<file path="src/core/opmhc_regs.svh">
// frame encodings and timing counts for the operating mode controller
`ifndef OPMHC_REGS_SVH
`define OPMHC_REGS_SVH
`define OPMHC_CLK_MHZ 250
`define OPMHC_RST_DELAY_US 10
`define OPMHC_RST_DELAY_CYC (`OPMHC_RST_DELAY_US * `OPMHC_CLK_MHZ)
`define OPMHC_RST_PULSE_US 2
`define OPMHC_RST_PULSE_CYC (`OPMHC_RST_PULSE_US * `OPMHC_CLK_MHZ)
`define OPMHC_CRC_ON_FRAME 32'h67AA_AA0E
`define OPMHC_CRC_OFF_FRAME 32'hE7AA_AAC3
`endif

</file>
<file path="src/core/opmhc_pkg.sv">
// types for the operating mode controller
package opmhc_pkg;
   typedef enum logic [2:0] {
      OPMHC_INIT = 3'h0,
      OPMHC_NORMAL = 3'h1,
      OPMHC_STOP = 3'h3,
      OPMHC_SLEEP = 3'h2,
      OPMHC_RESTART = 3'h6,
      OPMHC_FAILSAFE = 3'h7
   } opmhc_mode_t;
endpackage

</file>
<file path="src/core/opmhc_top.sv">
// operating mode state machine with strap sampling and crc enable control
`timescale 1ns/100ps
`include "opmhc_regs.svh"
module opmhc_top #(
   parameter int RST_DELAY_CYC = `OPMHC_RST_DELAY_CYC,
   parameter int RST_PULSE_CYC = `OPMHC_RST_PULSE_CYC
) (
   input wire logic i_clk,
   input wire logic i_rst,
   input wire logic i_soft_reset,
   input wire logic i_go_normal,
   input wire logic i_go_stop,
   input wire logic i_go_sleep,
   input wire logic i_wake,
   input wire logic i_wd_fail,
   input wire logic i_undervoltage,
   input wire logic i_critical_fail,
   input wire logic i_wd_reset_reenable,
   input wire logic i_spi_frame_valid,
   input wire logic [31:0] i_spi_frame,
   input wire logic i_test_pin,
   input wire logic i_pwm_in1_checksum_strap_pin,
   output opmhc_pkg::opmhc_mode_t o_mode,
   output logic o_main_regulator_output,
   output logic o_micro_reset_out_n,
   output logic o_int_out,
   output logic o_int_out_oe,
   output logic o_wd_long_window,
   output logic o_dev_mode,
   output logic o_crc_en
);
   import opmhc_pkg::*;

   opmhc_mode_t mode_r, mode_nxt;
   logic test_s1_r, test_s2_r, crc_s1_r, crc_s2_r;
   logic [31:0] cnt_r;
   logic rst_n_r;
   logic dev_r, dev_window_r, wd_rst_en_r;
   logic crc_r, int_r, wd_long_r, reg_on_r;
   logic rst_rise;

   // pins from outside the clock domain pass two flops first
   always_ff @(posedge i_clk) begin
      test_s1_r <= i_test_pin;
      test_s2_r <= test_s1_r;
      crc_s1_r <= i_pwm_in1_checksum_strap_pin;
      crc_s2_r <= crc_s1_r;
   end

   always_comb begin
      mode_nxt = mode_r;
      case (mode_r)
         OPMHC_INIT, OPMHC_RESTART: begin
            if (rst_rise)
               mode_nxt = OPMHC_NORMAL;
         end
         OPMHC_NORMAL: begin
            if (i_go_sleep)
               mode_nxt = OPMHC_SLEEP;
            else if (i_go_stop)
               mode_nxt = OPMHC_STOP;
         end
         OPMHC_STOP: begin
            if (i_go_normal)
               mode_nxt = OPMHC_NORMAL;
         end
         OPMHC_SLEEP, OPMHC_FAILSAFE: begin
            if (i_wake)
               mode_nxt = OPMHC_RESTART;
         end
         default: mode_nxt = OPMHC_INIT;
      endcase
      if (mode_r != OPMHC_SLEEP && mode_r != OPMHC_FAILSAFE &&
          mode_r != OPMHC_INIT && mode_r != OPMHC_RESTART) begin
         if (i_undervoltage || (i_wd_fail && (!dev_r || wd_rst_en_r)))
            mode_nxt = OPMHC_RESTART;
      end
      if (i_soft_reset)
         mode_nxt = OPMHC_INIT;
      if (i_critical_fail)
         mode_nxt = OPMHC_FAILSAFE;
   end

   always_ff @(posedge i_clk) begin
      if (i_rst)
         mode_r <= OPMHC_INIT;
      else
         mode_r <= mode_nxt;
   end

   // reset output: held low through the reset delay of init and restart
   // only init and restart release the micro; sleep and fail-safe hold it
   assign rst_rise = !rst_n_r &&
                     (mode_r == OPMHC_INIT || mode_r == OPMHC_RESTART) &&
                     cnt_r == 32'(RST_DELAY_CYC - 1);
   always_ff @(posedge i_clk) begin
      if (i_rst || mode_nxt != mode_r)
         cnt_r <= 32'h0000_0000;
      else if (!rst_n_r && cnt_r != 32'(RST_DELAY_CYC - 1))
         cnt_r <= cnt_r + 32'h0000_0001;
   end

   always_ff @(posedge i_clk) begin
      if (i_rst)
         rst_n_r <= 1'b0;
      else if (mode_nxt == OPMHC_INIT || mode_nxt == OPMHC_RESTART ||
               mode_nxt == OPMHC_SLEEP || mode_nxt == OPMHC_FAILSAFE)
         rst_n_r <= (mode_nxt == mode_r) ? (rst_n_r | rst_rise) : 1'b0;
      else
         rst_n_r <= 1'b1;
   end

   // regulator stays on in stop, off in sleep and fail-safe
   always_ff @(posedge i_clk) begin
      if (i_rst)
         reg_on_r <= 1'b1;
      else
         reg_on_r <= !(mode_nxt == OPMHC_SLEEP ||
                       mode_nxt == OPMHC_FAILSAFE);
   end

   // crc strap caught at reset release, low level enables crc
   always_ff @(posedge i_clk) begin
      if (i_rst)
         crc_r <= 1'b0;
      else if (rst_rise)
         crc_r <= !crc_s2_r;
      else if (i_spi_frame_valid && mode_r == OPMHC_NORMAL) begin
         if (i_spi_frame == `OPMHC_CRC_ON_FRAME)
            crc_r <= 1'b1;
         else if (i_spi_frame == `OPMHC_CRC_OFF_FRAME)
            crc_r <= 1'b0;
      end
   end

   // dev mode watch window only opens at i_rst, not at a soft reset into init
   // init hands over to normal at reset release, so the window runs on
   // until the first frame or the first move out of init and normal after that
   always_ff @(posedge i_clk) begin
      if (i_rst)
         dev_window_r <= 1'b1;
      else if (dev_r || (rst_n_r && i_spi_frame_valid) ||
               (mode_r != OPMHC_INIT && mode_r != OPMHC_NORMAL))
         dev_window_r <= 1'b0;
   end

   always_ff @(posedge i_clk) begin
      if (i_rst)
         dev_r <= 1'b0;
      else if (dev_window_r && rst_n_r && !test_s2_r && i_spi_frame_valid &&
               (mode_r == OPMHC_INIT || mode_r == OPMHC_NORMAL))
         dev_r <= 1'b1;
   end

   always_ff @(posedge i_clk) begin
      if (i_rst)
         wd_rst_en_r <= 1'b0;
      else if (dev_r && i_wd_reset_reenable)
         wd_rst_en_r <= 1'b1;
   end

   // interrupt pin is open drain, pulled low for one cycle per wd fail in dev mode while wd reset is not re-enabled
   always_ff @(posedge i_clk) begin
      if (i_rst)
         int_r <= 1'b0;
      else
         int_r <= i_wd_fail && dev_r && !wd_rst_en_r;
   end

   // long open window restarts after every reset release
   always_ff @(posedge i_clk) begin
      if (i_rst)
         wd_long_r <= 1'b0;
      else if (rst_rise)
         wd_long_r <= 1'b1;
      else if (mode_r == OPMHC_NORMAL)
         wd_long_r <= 1'b0;
   end

   assign o_mode = mode_r;
   assign o_main_regulator_output = reg_on_r;
   assign o_micro_reset_out_n = rst_n_r;
   assign o_int_out = 1'b0;
   assign o_int_out_oe = int_r;
   assign o_wd_long_window = wd_long_r;
   assign o_dev_mode = dev_r;
   assign o_crc_en = crc_r;
endmodule

</file>
<file path="config.mk">
export PLATFORM = sky130hd
export DESIGN_NAME = opmhc_top
export DESIGN_NICKNAME = d
export VERILOG_FILES = /design/src/core/opmhc_pkg.sv /design/src/core/opmhc_top.sv
export VERILOG_INCLUDE_DIRS = /design/src /design/src/core
export SDC_FILE = /design/constraint.sdc
export NUM_CORES = 1
export LEC_CHECK = 0
export CORE_MARGIN = 1.5
export CORE_UTILIZATION = 65
export DETAILED_ROUTE_END_ITERATION = 16
export DONT_BUFFER_PORTS = 1
export GPL_TIMING_DRIVEN = 1
export HOLD_SLACK_MARGIN = 0.1
export PLACE_DENSITY_LB_ADDON = 0.25
export SYNTH_ARGS = -nofsm -noshare
export SYNTH_HDL_FRONTEND = slang
export SYNTH_SLANG_ARGS = --single-unit
</file>
<file path="constraint.sdc">
create_clock -name i_clk -period 3.03 [get_ports i_clk]
set_input_delay 0.606 -clock i_clk [delete_from_list [all_inputs] [get_ports i_clk]]
set_output_delay 0.606 -clock i_clk [all_outputs]
set_load 0.02 [all_outputs]
</file>
==> tab_implementation.tex, run 1 <==
\begin{tabular}{lr}
\hline
Metric & Value \\
\hline
\multicolumn{2}{l}{\textbf{Synthesis}} \\
\quad Sequential cell area fraction in the yosys report & 39.1\% \\
\quad Proportion of register bits with asynchronous set or reset after synthesis & 0\% \\
\quad Number of enable flip-flop cells after synthesis & 0 \\
\quad Synthesized net count & 338 \\
\quad Yosys cell types & 54 \\
\quad Mean instance size in the synthesized netlist & 8.27 µm² \\
\quad Yosys warning total & 0 \\
\quad Largest area contributor in the synthesized netlist & sky130\_fd\_sc\_hd\_\_dfxtp\_1 \\
\quad Cell count after synthesis & 291 \\
\quad Post-synthesis sequential element count & 47 \\
\quad Post-synthesis cell area & 2410 µm² \\
\quad Primary flip-flop cell chosen by synthesis mapping & sky130\_fd\_sc\_hd\_\_dfxtp\_1 \\
\quad Largest cells by area after synthesis & sky130\_fd\_sc\_hd\_\_dfxtp\_1 (39\%), sky130\_fd\_sc\_hd\_\_nor2\_1 (8.0\%), sky130\_fd\_sc\_hd\_\_xor2\_1 (6.2\%), sky130\_fd\_sc\_hd\_\_xnor2\_1 (5.5\%), sky130\_fd\_sc\_hd\_\_nand2\_1 (4.1\%) \\
\quad Share of the synthesized area in the top cell type & 39.1\% \\
\multicolumn{2}{l}{\textbf{Detailed routing}} \\
\quad Initial DRT Pass Iterations & 4 \\
\quad Number of design rule violations left after detail routing & 0 \\
\quad DR top layer & met4 \\
\quad Detail-routed net length per standard cell & 14.4 µm \\
\quad Met2 routed WL & 2180 µm \\
\quad Iteration-0 DRC count of the detailed router & 197 \\
\quad Detailed-routed wire length on met3 & 291 µm \\
\quad Wire length reported by the detailed router & 4820 µm \\
\quad Drt via density & 6.09 \\
\quad Number of routed nets with antenna violations & 0 \\
\quad Total routed wire length on the met1 layer & 2240 µm \\
\quad Vias after detailed routing & 2,039 \\
\multicolumn{2}{l}{\textbf{Finish}} \\
\quad Syn-to-layout area delta & 3.38\% \\
\quad \# fillers & 279 \\
\quad Number of flip-flops under the largest register name & 32 \\
\quad Most frequent standard cell in the layout excluding fill and tap cells & sky130\_fd\_sc\_hd\_\_nor2\_1 \\
\quad Inserted Diodes & 0 \\
\quad Share of post-route cells with drive strength above 1 & 8.30\% \\
\quad Most used cells in the layout excluding fill and tap cells & sky130\_fd\_sc\_hd\_\_nor2\_1 (51), sky130\_fd\_sc\_hd\_\_dfxtp\_1 (47), sky130\_fd\_sc\_hd\_\_nand2\_1 (26) \\
\quad Multi-input logic area & 1370 µm² \\
\quad Final net count & 335 \\
\quad Final instance area & 2490 µm² \\
\quad Top register by number of flip-flops & cnt\_r \\
\quad FF+latch area & 941 µm² \\
\multicolumn{2}{l}{\textbf{Floorplanning}} \\
\quad Die Ht & 63.8 µm \\
\quad Die boundary width & 63.8 µm \\
\quad Ports placed on the boundary & 56 \\
\quad Initial core utilization & 69.9\% \\
\quad Core region area & 3440 µm² \\
\quad Number of rows in the core area & 21 \\
\quad Die footprint & 4080 µm² \\
\multicolumn{2}{l}{\textbf{Global routing}} \\
\quad Total congestion overflow after global routing & 0 \\
\quad Global-route total usage across every layer & 26.3\% \\
\quad Initial antenna violation count & 0 \\
\quad Largest net degree at the start of global routing & 34 \\
\quad Vias in the first global route & 1,919 \\
\quad Global-route wire length before repair & 8380 µm \\
\multicolumn{2}{l}{\textbf{Clocking}} \\
\quad Count of H-tree levels built during CTS & 2 \\
\quad Clock-pin slew reported for the worst setup and hold paths after clock tree synthesis & 0.09 ns \\
\quad Worst-skew pair later-pin latency & 0.31 ns \\
\quad Post-cts hold buffer count & 0 \\
\quad Maximum clock path buffer count & 2 \\
\quad Num Clock Sinks & 47 \\
\quad Root Buffer Master & sky130\_fd\_sc\_hd\_\_clkbuf\_8 \\
\quad PostCTS Resize Cnt & 0 \\
\quad Post-CTS setup buffer count & 0 \\
\quad CTS tree & yes \\
\quad Clock buffers created by TritonCTS & 5 \\
\multicolumn{2}{l}{\textbf{STA}} \\
\quad Number of endpoints failing setup at the final stage & 0 \\
\quad Final number of max-transition violations & 0 \\
\quad Post-Route Setup TNS & 0 ns \\
\quad Actual transition at the worst max-transition pin & 0.702 ns \\
\quad Worst path setup slack after routing & 0.461 ns \\
\quad Setup skew after layout & 0.00529 ns \\
\quad Setup repair after global routing missed its margin & false \\
\quad Clock period minus worst slack & 2.57 ns \\
\quad Max Clock Freq & 389 MHz \\
\quad Remaining max-slew budget at the tightest pin & 52.6\% \\
\quad Number of hold violations in the final report & 0 \\
\quad Share of the clock period used by the worst path & 84.8\% \\
\multicolumn{2}{l}{\textbf{Critical path}} \\
\quad Cells along the critical path & ha\_1 -> nor4b\_1 -> nand4\_1 -> nor3\_2 -> nor3\_1 -> o41ai\_2 -> a211o\_4 -> o21ai\_0 \\
\quad Crit-path max FO & 33 \\
\quad Critical path required time & 3.22 ns \\
\quad Data arrival at the endpoint of the critical path & 2.75 ns \\
\quad Sort of element at the start of the critical path & register \\
\quad Delay of the slowest cell on the worst path & 0.38 ns \\
\quad Worst path top cell family by delay & simple AND/OR/NAND/NOR gates \\
\quad Buffering stage count on the worst path with inverters included & 0 \\
\quad Crit end category & register \\
\quad Setup CP Type & register to register \\
\quad Slowest cell on the critical path & sky130\_fd\_sc\_hd\_\_dfxtp\_1 \\
\multicolumn{2}{l}{\textbf{Placed design}} \\
\quad Global placement routability congestion & 0.872 \\
\quad Count of buffers from port buffering & 0 \\
\quad HPWL after DPL & 3520 µm \\
\quad Placed standard-cell area & 2400 µm² \\
\quad Dpl ws & 0.450 ns \\
\multicolumn{2}{l}{\textbf{Power}} \\
\quad P per Cell Area & 443 nW/µm² \\
\quad Worst VDD drop & 0.409 mV \\
\quad Static leakage & 0.789 nW \\
\multicolumn{2}{l}{\textbf{Outcome}} \\
\quad Result of the run & complete, no violations \\
\multicolumn{2}{l}{\textbf{Job}} \\
\quad Count of maximum capacitance violations & 0 \\
\multicolumn{2}{l}{\textbf{Worst hold path}} \\
\quad Hold Crit Class & primary input to register \\
\hline
\end{tabular}
==> worst register-to-register path, cell delays in order (launching register included) <==
cell and delay (ns):
sky130_fd_sc_hd__dfxtp_1 0.38, sky130_fd_sc_hd__ha_1 0.21, sky130_fd_sc_hd__nor4b_1 0.27, sky130_fd_sc_hd__nand4_1 0.23, sky130_fd_sc_hd__nor3_2 0.38, sky130_fd_sc_hd__nor3_1 0.10, sky130_fd_sc_hd__o41ai_2 0.32, sky130_fd_sc_hd__a211o_4 0.38
sky130_fd_sc_hd__o21ai_0 0.17
==> report_power, final <==
part           internal [mW]  switching, mW  total (mW)
Sequential             0.626         0.0168       0.643
Combinational         0.0270         0.0386      0.0655
Clock                  0.167          0.227       0.394
==> per-layer routing <==
layer | vias to the layer above | track usage, %
li1 | 1009 | -
met1 | 944 | 34.0
met2 | 72 | 39.7
met3 | 14 | 6.16
met4 | 0 | 15.5
met5 | - | 0
==> stage by stage <==
| step | cells | hold slack, ns | util [%] | power [mW] |
|---|---|---|---|---|
| floorplan | 291 | 0.310 | - | 0.716 |
| global placement | 327 | 0.313 | 69.6 | 0.721 |
| global route | 335 | 0.295 | 72.3 | 1.14 |
| finish | 335 | 0.312 | 72.3 | 1.10 |
| detailed placement | 327 | 0.315 | 69.6 | 0.722 |
| CTS | 335 | 0.304 | 72.3 | 1.11 |
==> final timing paths <==
path	from	slack, ns	cells past startpoint	endpoint
worst max-delay path	cnt_r[0]$_SDFFE_PP0P_	0.46	8	o_micro_reset_out_n$_SDFF_PP0_
worst min-delay path	i_pwm_in1_checksum_strap_pin	0.31	0	crc_s1_r$_DFF_P_
worst max register to register	cnt_r[0]$_SDFFE_PP0P_	0.46	8	o_micro_reset_out_n$_SDFF_PP0_
worst min register to register	test_s1_r$_DFF_P_	0.34	0	test_s2_r$_DFF_P_
==> final cells by class <==
cell class	instances	share of cell area (%)
Clock buffer	5	2.77
Timing Repair Buffer	1	0.302
Inverter	6	0.905
Tap cell	46	2.31
Clock inverter	3	0.905
Sequential cell	47	37.8
Multi-Input combinational cell	227	55.0
==> logic make-up after synthesis <==
family / synth area share [%]
fa+ha+maj: 0.520
compound gates: 8.95
simple gates: 35.2
other cells: 0.156
flops: 39.1
xor+xnor: 11.6
mux: 0.416
buf+inv: 4.06
==> Yosys cell counts (all sizes together), types with 2 or more instances <==
cell type / instances
a221oi: 2
clkbuf: 3
and2: 2
nor3b: 3
dfxtp: 47
buf: 8
nor3: 10
nand4: 12
nand2: 26
o41ai: 2
and4: 4
nor4: 8
nor4b: 4
xnor2: 15
nand3: 14
and3: 5
a21oi: 10
a31o: 2
and4b: 2
inv: 6
o21ai: 5
nand2b: 2
nor2b: 2
xor2: 17
or2: 4
nor2: 57
Note: power is estimated with default switching activity, not from simulation.
==> run 2: changes to the inputs <==
CORE_UTILIZATION = 62   (was 65)
clock period = 2.6 ns   (was 3.03 ns; I/O delays follow)
==> run 2 against run 1 <==
Net effect:
- maximum frequency grew 4.3%
- global-route usage fell by 1.7 points
- setup slack got worse by 0.32 ns
- die area grew 4.6%
- wire length rose by 3.4%
- cell count is 3.3% higher
- critical path type unchanged
==> tab_implementation.tex, run 2 (synthesis gave the netlist of run 1 again) <==
\begin{tabular}{lr}
\hline
Metric & Value \\
\hline
\multicolumn{2}{l}{\textbf{Clocking}} \\
\quad CTS tree & yes \\
\quad Count of H-tree levels built during CTS & 2 \\
\quad Post-cts hold buffer count & 0 \\
\quad Maximum clock path buffer count & 2 \\
\quad Clock buffers created by TritonCTS & 5 \\
\quad Num Clock Sinks & 47 \\
\quad Root Buffer Master & sky130\_fd\_sc\_hd\_\_clkbuf\_8 \\
\quad Worst-skew pair later-pin latency & 0.30 ns \\
\quad Clock-pin slew reported for the worst setup and hold paths after clock tree synthesis & 0.08 ns \\
\multicolumn{2}{l}{\textbf{Detailed routing}} \\
\quad DR top layer & met4 \\
\quad Drt via density & 6.01 \\
\quad Number of design rule violations left after detail routing & 0 \\
\quad Met2 routed WL & 2550 µm \\
\quad Iteration-0 DRC count of the detailed router & 128 \\
\quad Total routed wire length on the met1 layer & 2050 µm \\
\quad Number of routed nets with antenna violations & 0 \\
\quad Detail-routed net length per standard cell & 14.4 µm \\
\quad Detailed-routed wire length on met3 & 266 µm \\
\quad Initial DRT Pass Iterations & 4 \\
\quad Wire length reported by the detailed router & 4990 µm \\
\quad Vias after detailed routing & 2,080 \\
\multicolumn{2}{l}{\textbf{Finish}} \\
\quad FF+latch area & 941 µm² \\
\quad \# fillers & 315 \\
\quad Share of post-route cells with drive strength above 1 & 11.4\% \\
\quad Inserted Diodes & 0 \\
\quad End-of-flow core utilization & 69.8\% \\
\quad Most frequent standard cell in the layout excluding fill and tap cells & sky130\_fd\_sc\_hd\_\_nor2\_1 \\
\quad Top register by number of flip-flops & cnt\_r \\
\quad Number of flip-flops under the largest register name & 32 \\
\quad Final net count & 344 \\
\quad Most used cells in the layout excluding fill and tap cells & sky130\_fd\_sc\_hd\_\_nor2\_1 (51), sky130\_fd\_sc\_hd\_\_dfxtp\_1 (47), sky130\_fd\_sc\_hd\_\_nand2\_1 (26) \\
\quad Final instance area & 2580 µm² \\
\quad Multi-input logic area & 1400 µm² \\
\quad Syn-to-layout area delta & 7.07\% \\
\multicolumn{2}{l}{\textbf{Floorplanning}} \\
\quad Die footprint & 4260 µm² \\
\quad Die Ht & 65.3 µm \\
\quad Ports placed on the boundary & 56 \\
\quad Die boundary width & 65.3 µm \\
\quad Core region area & 3690 µm² \\
\quad Number of rows in the core area & 22 \\
\quad Initial core utilization & 65.2\% \\
\multicolumn{2}{l}{\textbf{Power}} \\
\quad Switching power summed over all nets & 0.310 mW \\
\quad Part of the total power dissipated in sequential elements & 58.7\% \\
\quad Part of the total power dissipated in combinational logic & 7.4\% \\
\quad Post-layout total power & 1.27 mW \\
\quad Sw frac & 24.4\% \\
\quad Worst VDD drop & 0.307 mV \\
\quad Relative contribution of the clock network to total power & 33.9\% \\
\quad Cell-internal power & 0.958 mW \\
\quad Static leakage & 0.835 nW \\
\quad P per Cell Area & 492 nW/µm² \\
\multicolumn{2}{l}{\textbf{Critical path}} \\
\quad Length in cells of the worst reg-to-reg path & 9 \\
\quad Data arrival at the endpoint of the critical path & 2.66 ns \\
\quad Critical path launch point & cnt\_r[0]\$\_SDFFE\_PP0P\_ \\
\quad Sort of element at the start of the critical path & register \\
\quad Critical path required time & 2.79 ns \\
\quad Worst reg2reg startpoint & cnt\_r[0]\$\_SDFFE\_PP0P\_ \\
\quad Crit end category & register \\
\quad Crit-path max FO & 16 \\
\quad Setup CP Type & register to register \\
\multicolumn{2}{l}{\textbf{Global routing}} \\
\quad Largest net degree at the start of global routing & 34 \\
\quad Global-route total usage across every layer & 24.6\% \\
\quad Global-route wire length before repair & 8040 µm \\
\quad Total congestion overflow after global routing & 0 \\
\quad Initial antenna violation count & 0 \\
\quad Vias in the first global route & 1,950 \\
\multicolumn{2}{l}{\textbf{Outcome}} \\
\quad Result of the run & complete, no violations \\
\multicolumn{2}{l}{\textbf{Worst hold path}} \\
\quad Worst Hold Path Cells & 0 \\
\quad Hold\_sp & i\_test\_pin \\
\quad Hold Crit Class & primary input to register \\
\multicolumn{2}{l}{\textbf{STA}} \\
\quad Share of the clock period used by the worst path & 94.7\% \\
\quad Number of hold violations in the final report & 0 \\
\quad Setup repair after global routing missed its margin & false \\
\quad Clock period minus worst slack & 2.46 ns \\
\quad Remaining max-slew budget at the tightest pin & 57.4\% \\
\quad Final number of max-transition violations & 0 \\
\quad Max Clock Freq & 406 MHz \\
\quad Post-Route Setup TNS & 0 ns \\
\quad Number of endpoints failing setup at the final stage & 0 \\
\quad Actual transition at the worst max-transition pin & 0.631 ns \\
\quad Setup skew after layout & 0.00444 ns \\
\multicolumn{2}{l}{\textbf{Job}} \\
\quad Count of maximum capacitance violations & 0 \\
\multicolumn{2}{l}{\textbf{Placed design}} \\
\quad Placed standard-cell area & 2450 µm² \\
\quad HPWL after DPL & 3590 µm \\
\quad Count of buffers from port buffering & 0 \\
\quad Global placement routability congestion & 0.948 \\
\hline
\end{tabular}
## run 2: power by group through the flow
stage	Clock [mW]	Sequential, mW	Combinational (mW)
floorplan	0	0.758	0.0759
global placement	0	0.761	0.0840
global route	0.479	0.747	0.106
finish	0.430	0.744	0.0942
CTS	0.443	0.744	0.0849
detailed placement	0	0.761	0.0846
## run 2: what timing repair did
action	in CTS	in global routing
gates resized for setup	0	3
setup buffers	0	1
setup endpoints to repair	0	33
## run 2: final timing paths
kind                            endpoint  slack, ns
setup reg to reg  cnt_r[11]$_SDFFE_PP0P_       0.14
hold reg to reg         crc_s2_r$_DFF_P_       0.34
hold / removal         test_s1_r$_DFF_P_       0.24
setup / recovery  cnt_r[11]$_SDFFE_PP0P_       0.14
## run 2: through the flow
step                std cells  setup WS (ns)  hold slack [ns]
floorplan                 291          0.545            0.310
global placement          336          0.236            0.311
detailed placement        336          0.154            0.317
CTS                       344          0.113            0.230
global route              346         0.0299            0.224
finish                    346          0.137            0.239
## run 2: final cells by class
| type | instances | area share, % |
|---|---|---|
| Clock inverter | 3 | 0.729 |
| Sequential cell | 47 | 36.5 |
| Multi-Input combinational cell | 228 | 54.2 |
| Inverter | 6 | 0.874 |
| Timing Repair Buffer | 9 | 2.62 |
| Tap cell | 48 | 2.33 |
| Clock buffer | 5 | 2.67 |
## run 2: critical path: stages (launching register included)
cell and delay (ns):
sky130_fd_sc_hd__dfxtp_1 0.37, sky130_fd_sc_hd__ha_1 0.22, sky130_fd_sc_hd__nor4b_2 0.23, sky130_fd_sc_hd__nand4_1 0.24, sky130_fd_sc_hd__nor3_4 0.31, sky130_fd_sc_hd__nor3_1 0.09, sky130_fd_sc_hd__o41ai_2 0.41, sky130_fd_sc_hd__buf_4 0.19
sky130_fd_sc_hd__a211o_4 0.22, sky130_fd_sc_hd__nor2_1 0.07
## run 2: metal layers
layer	vias to the layer above	track usage [%]
met3	11	4.79
met1	969	27.4
met4	0	11.7
li1	1031	-
met2	69	44.5
met5	-	0
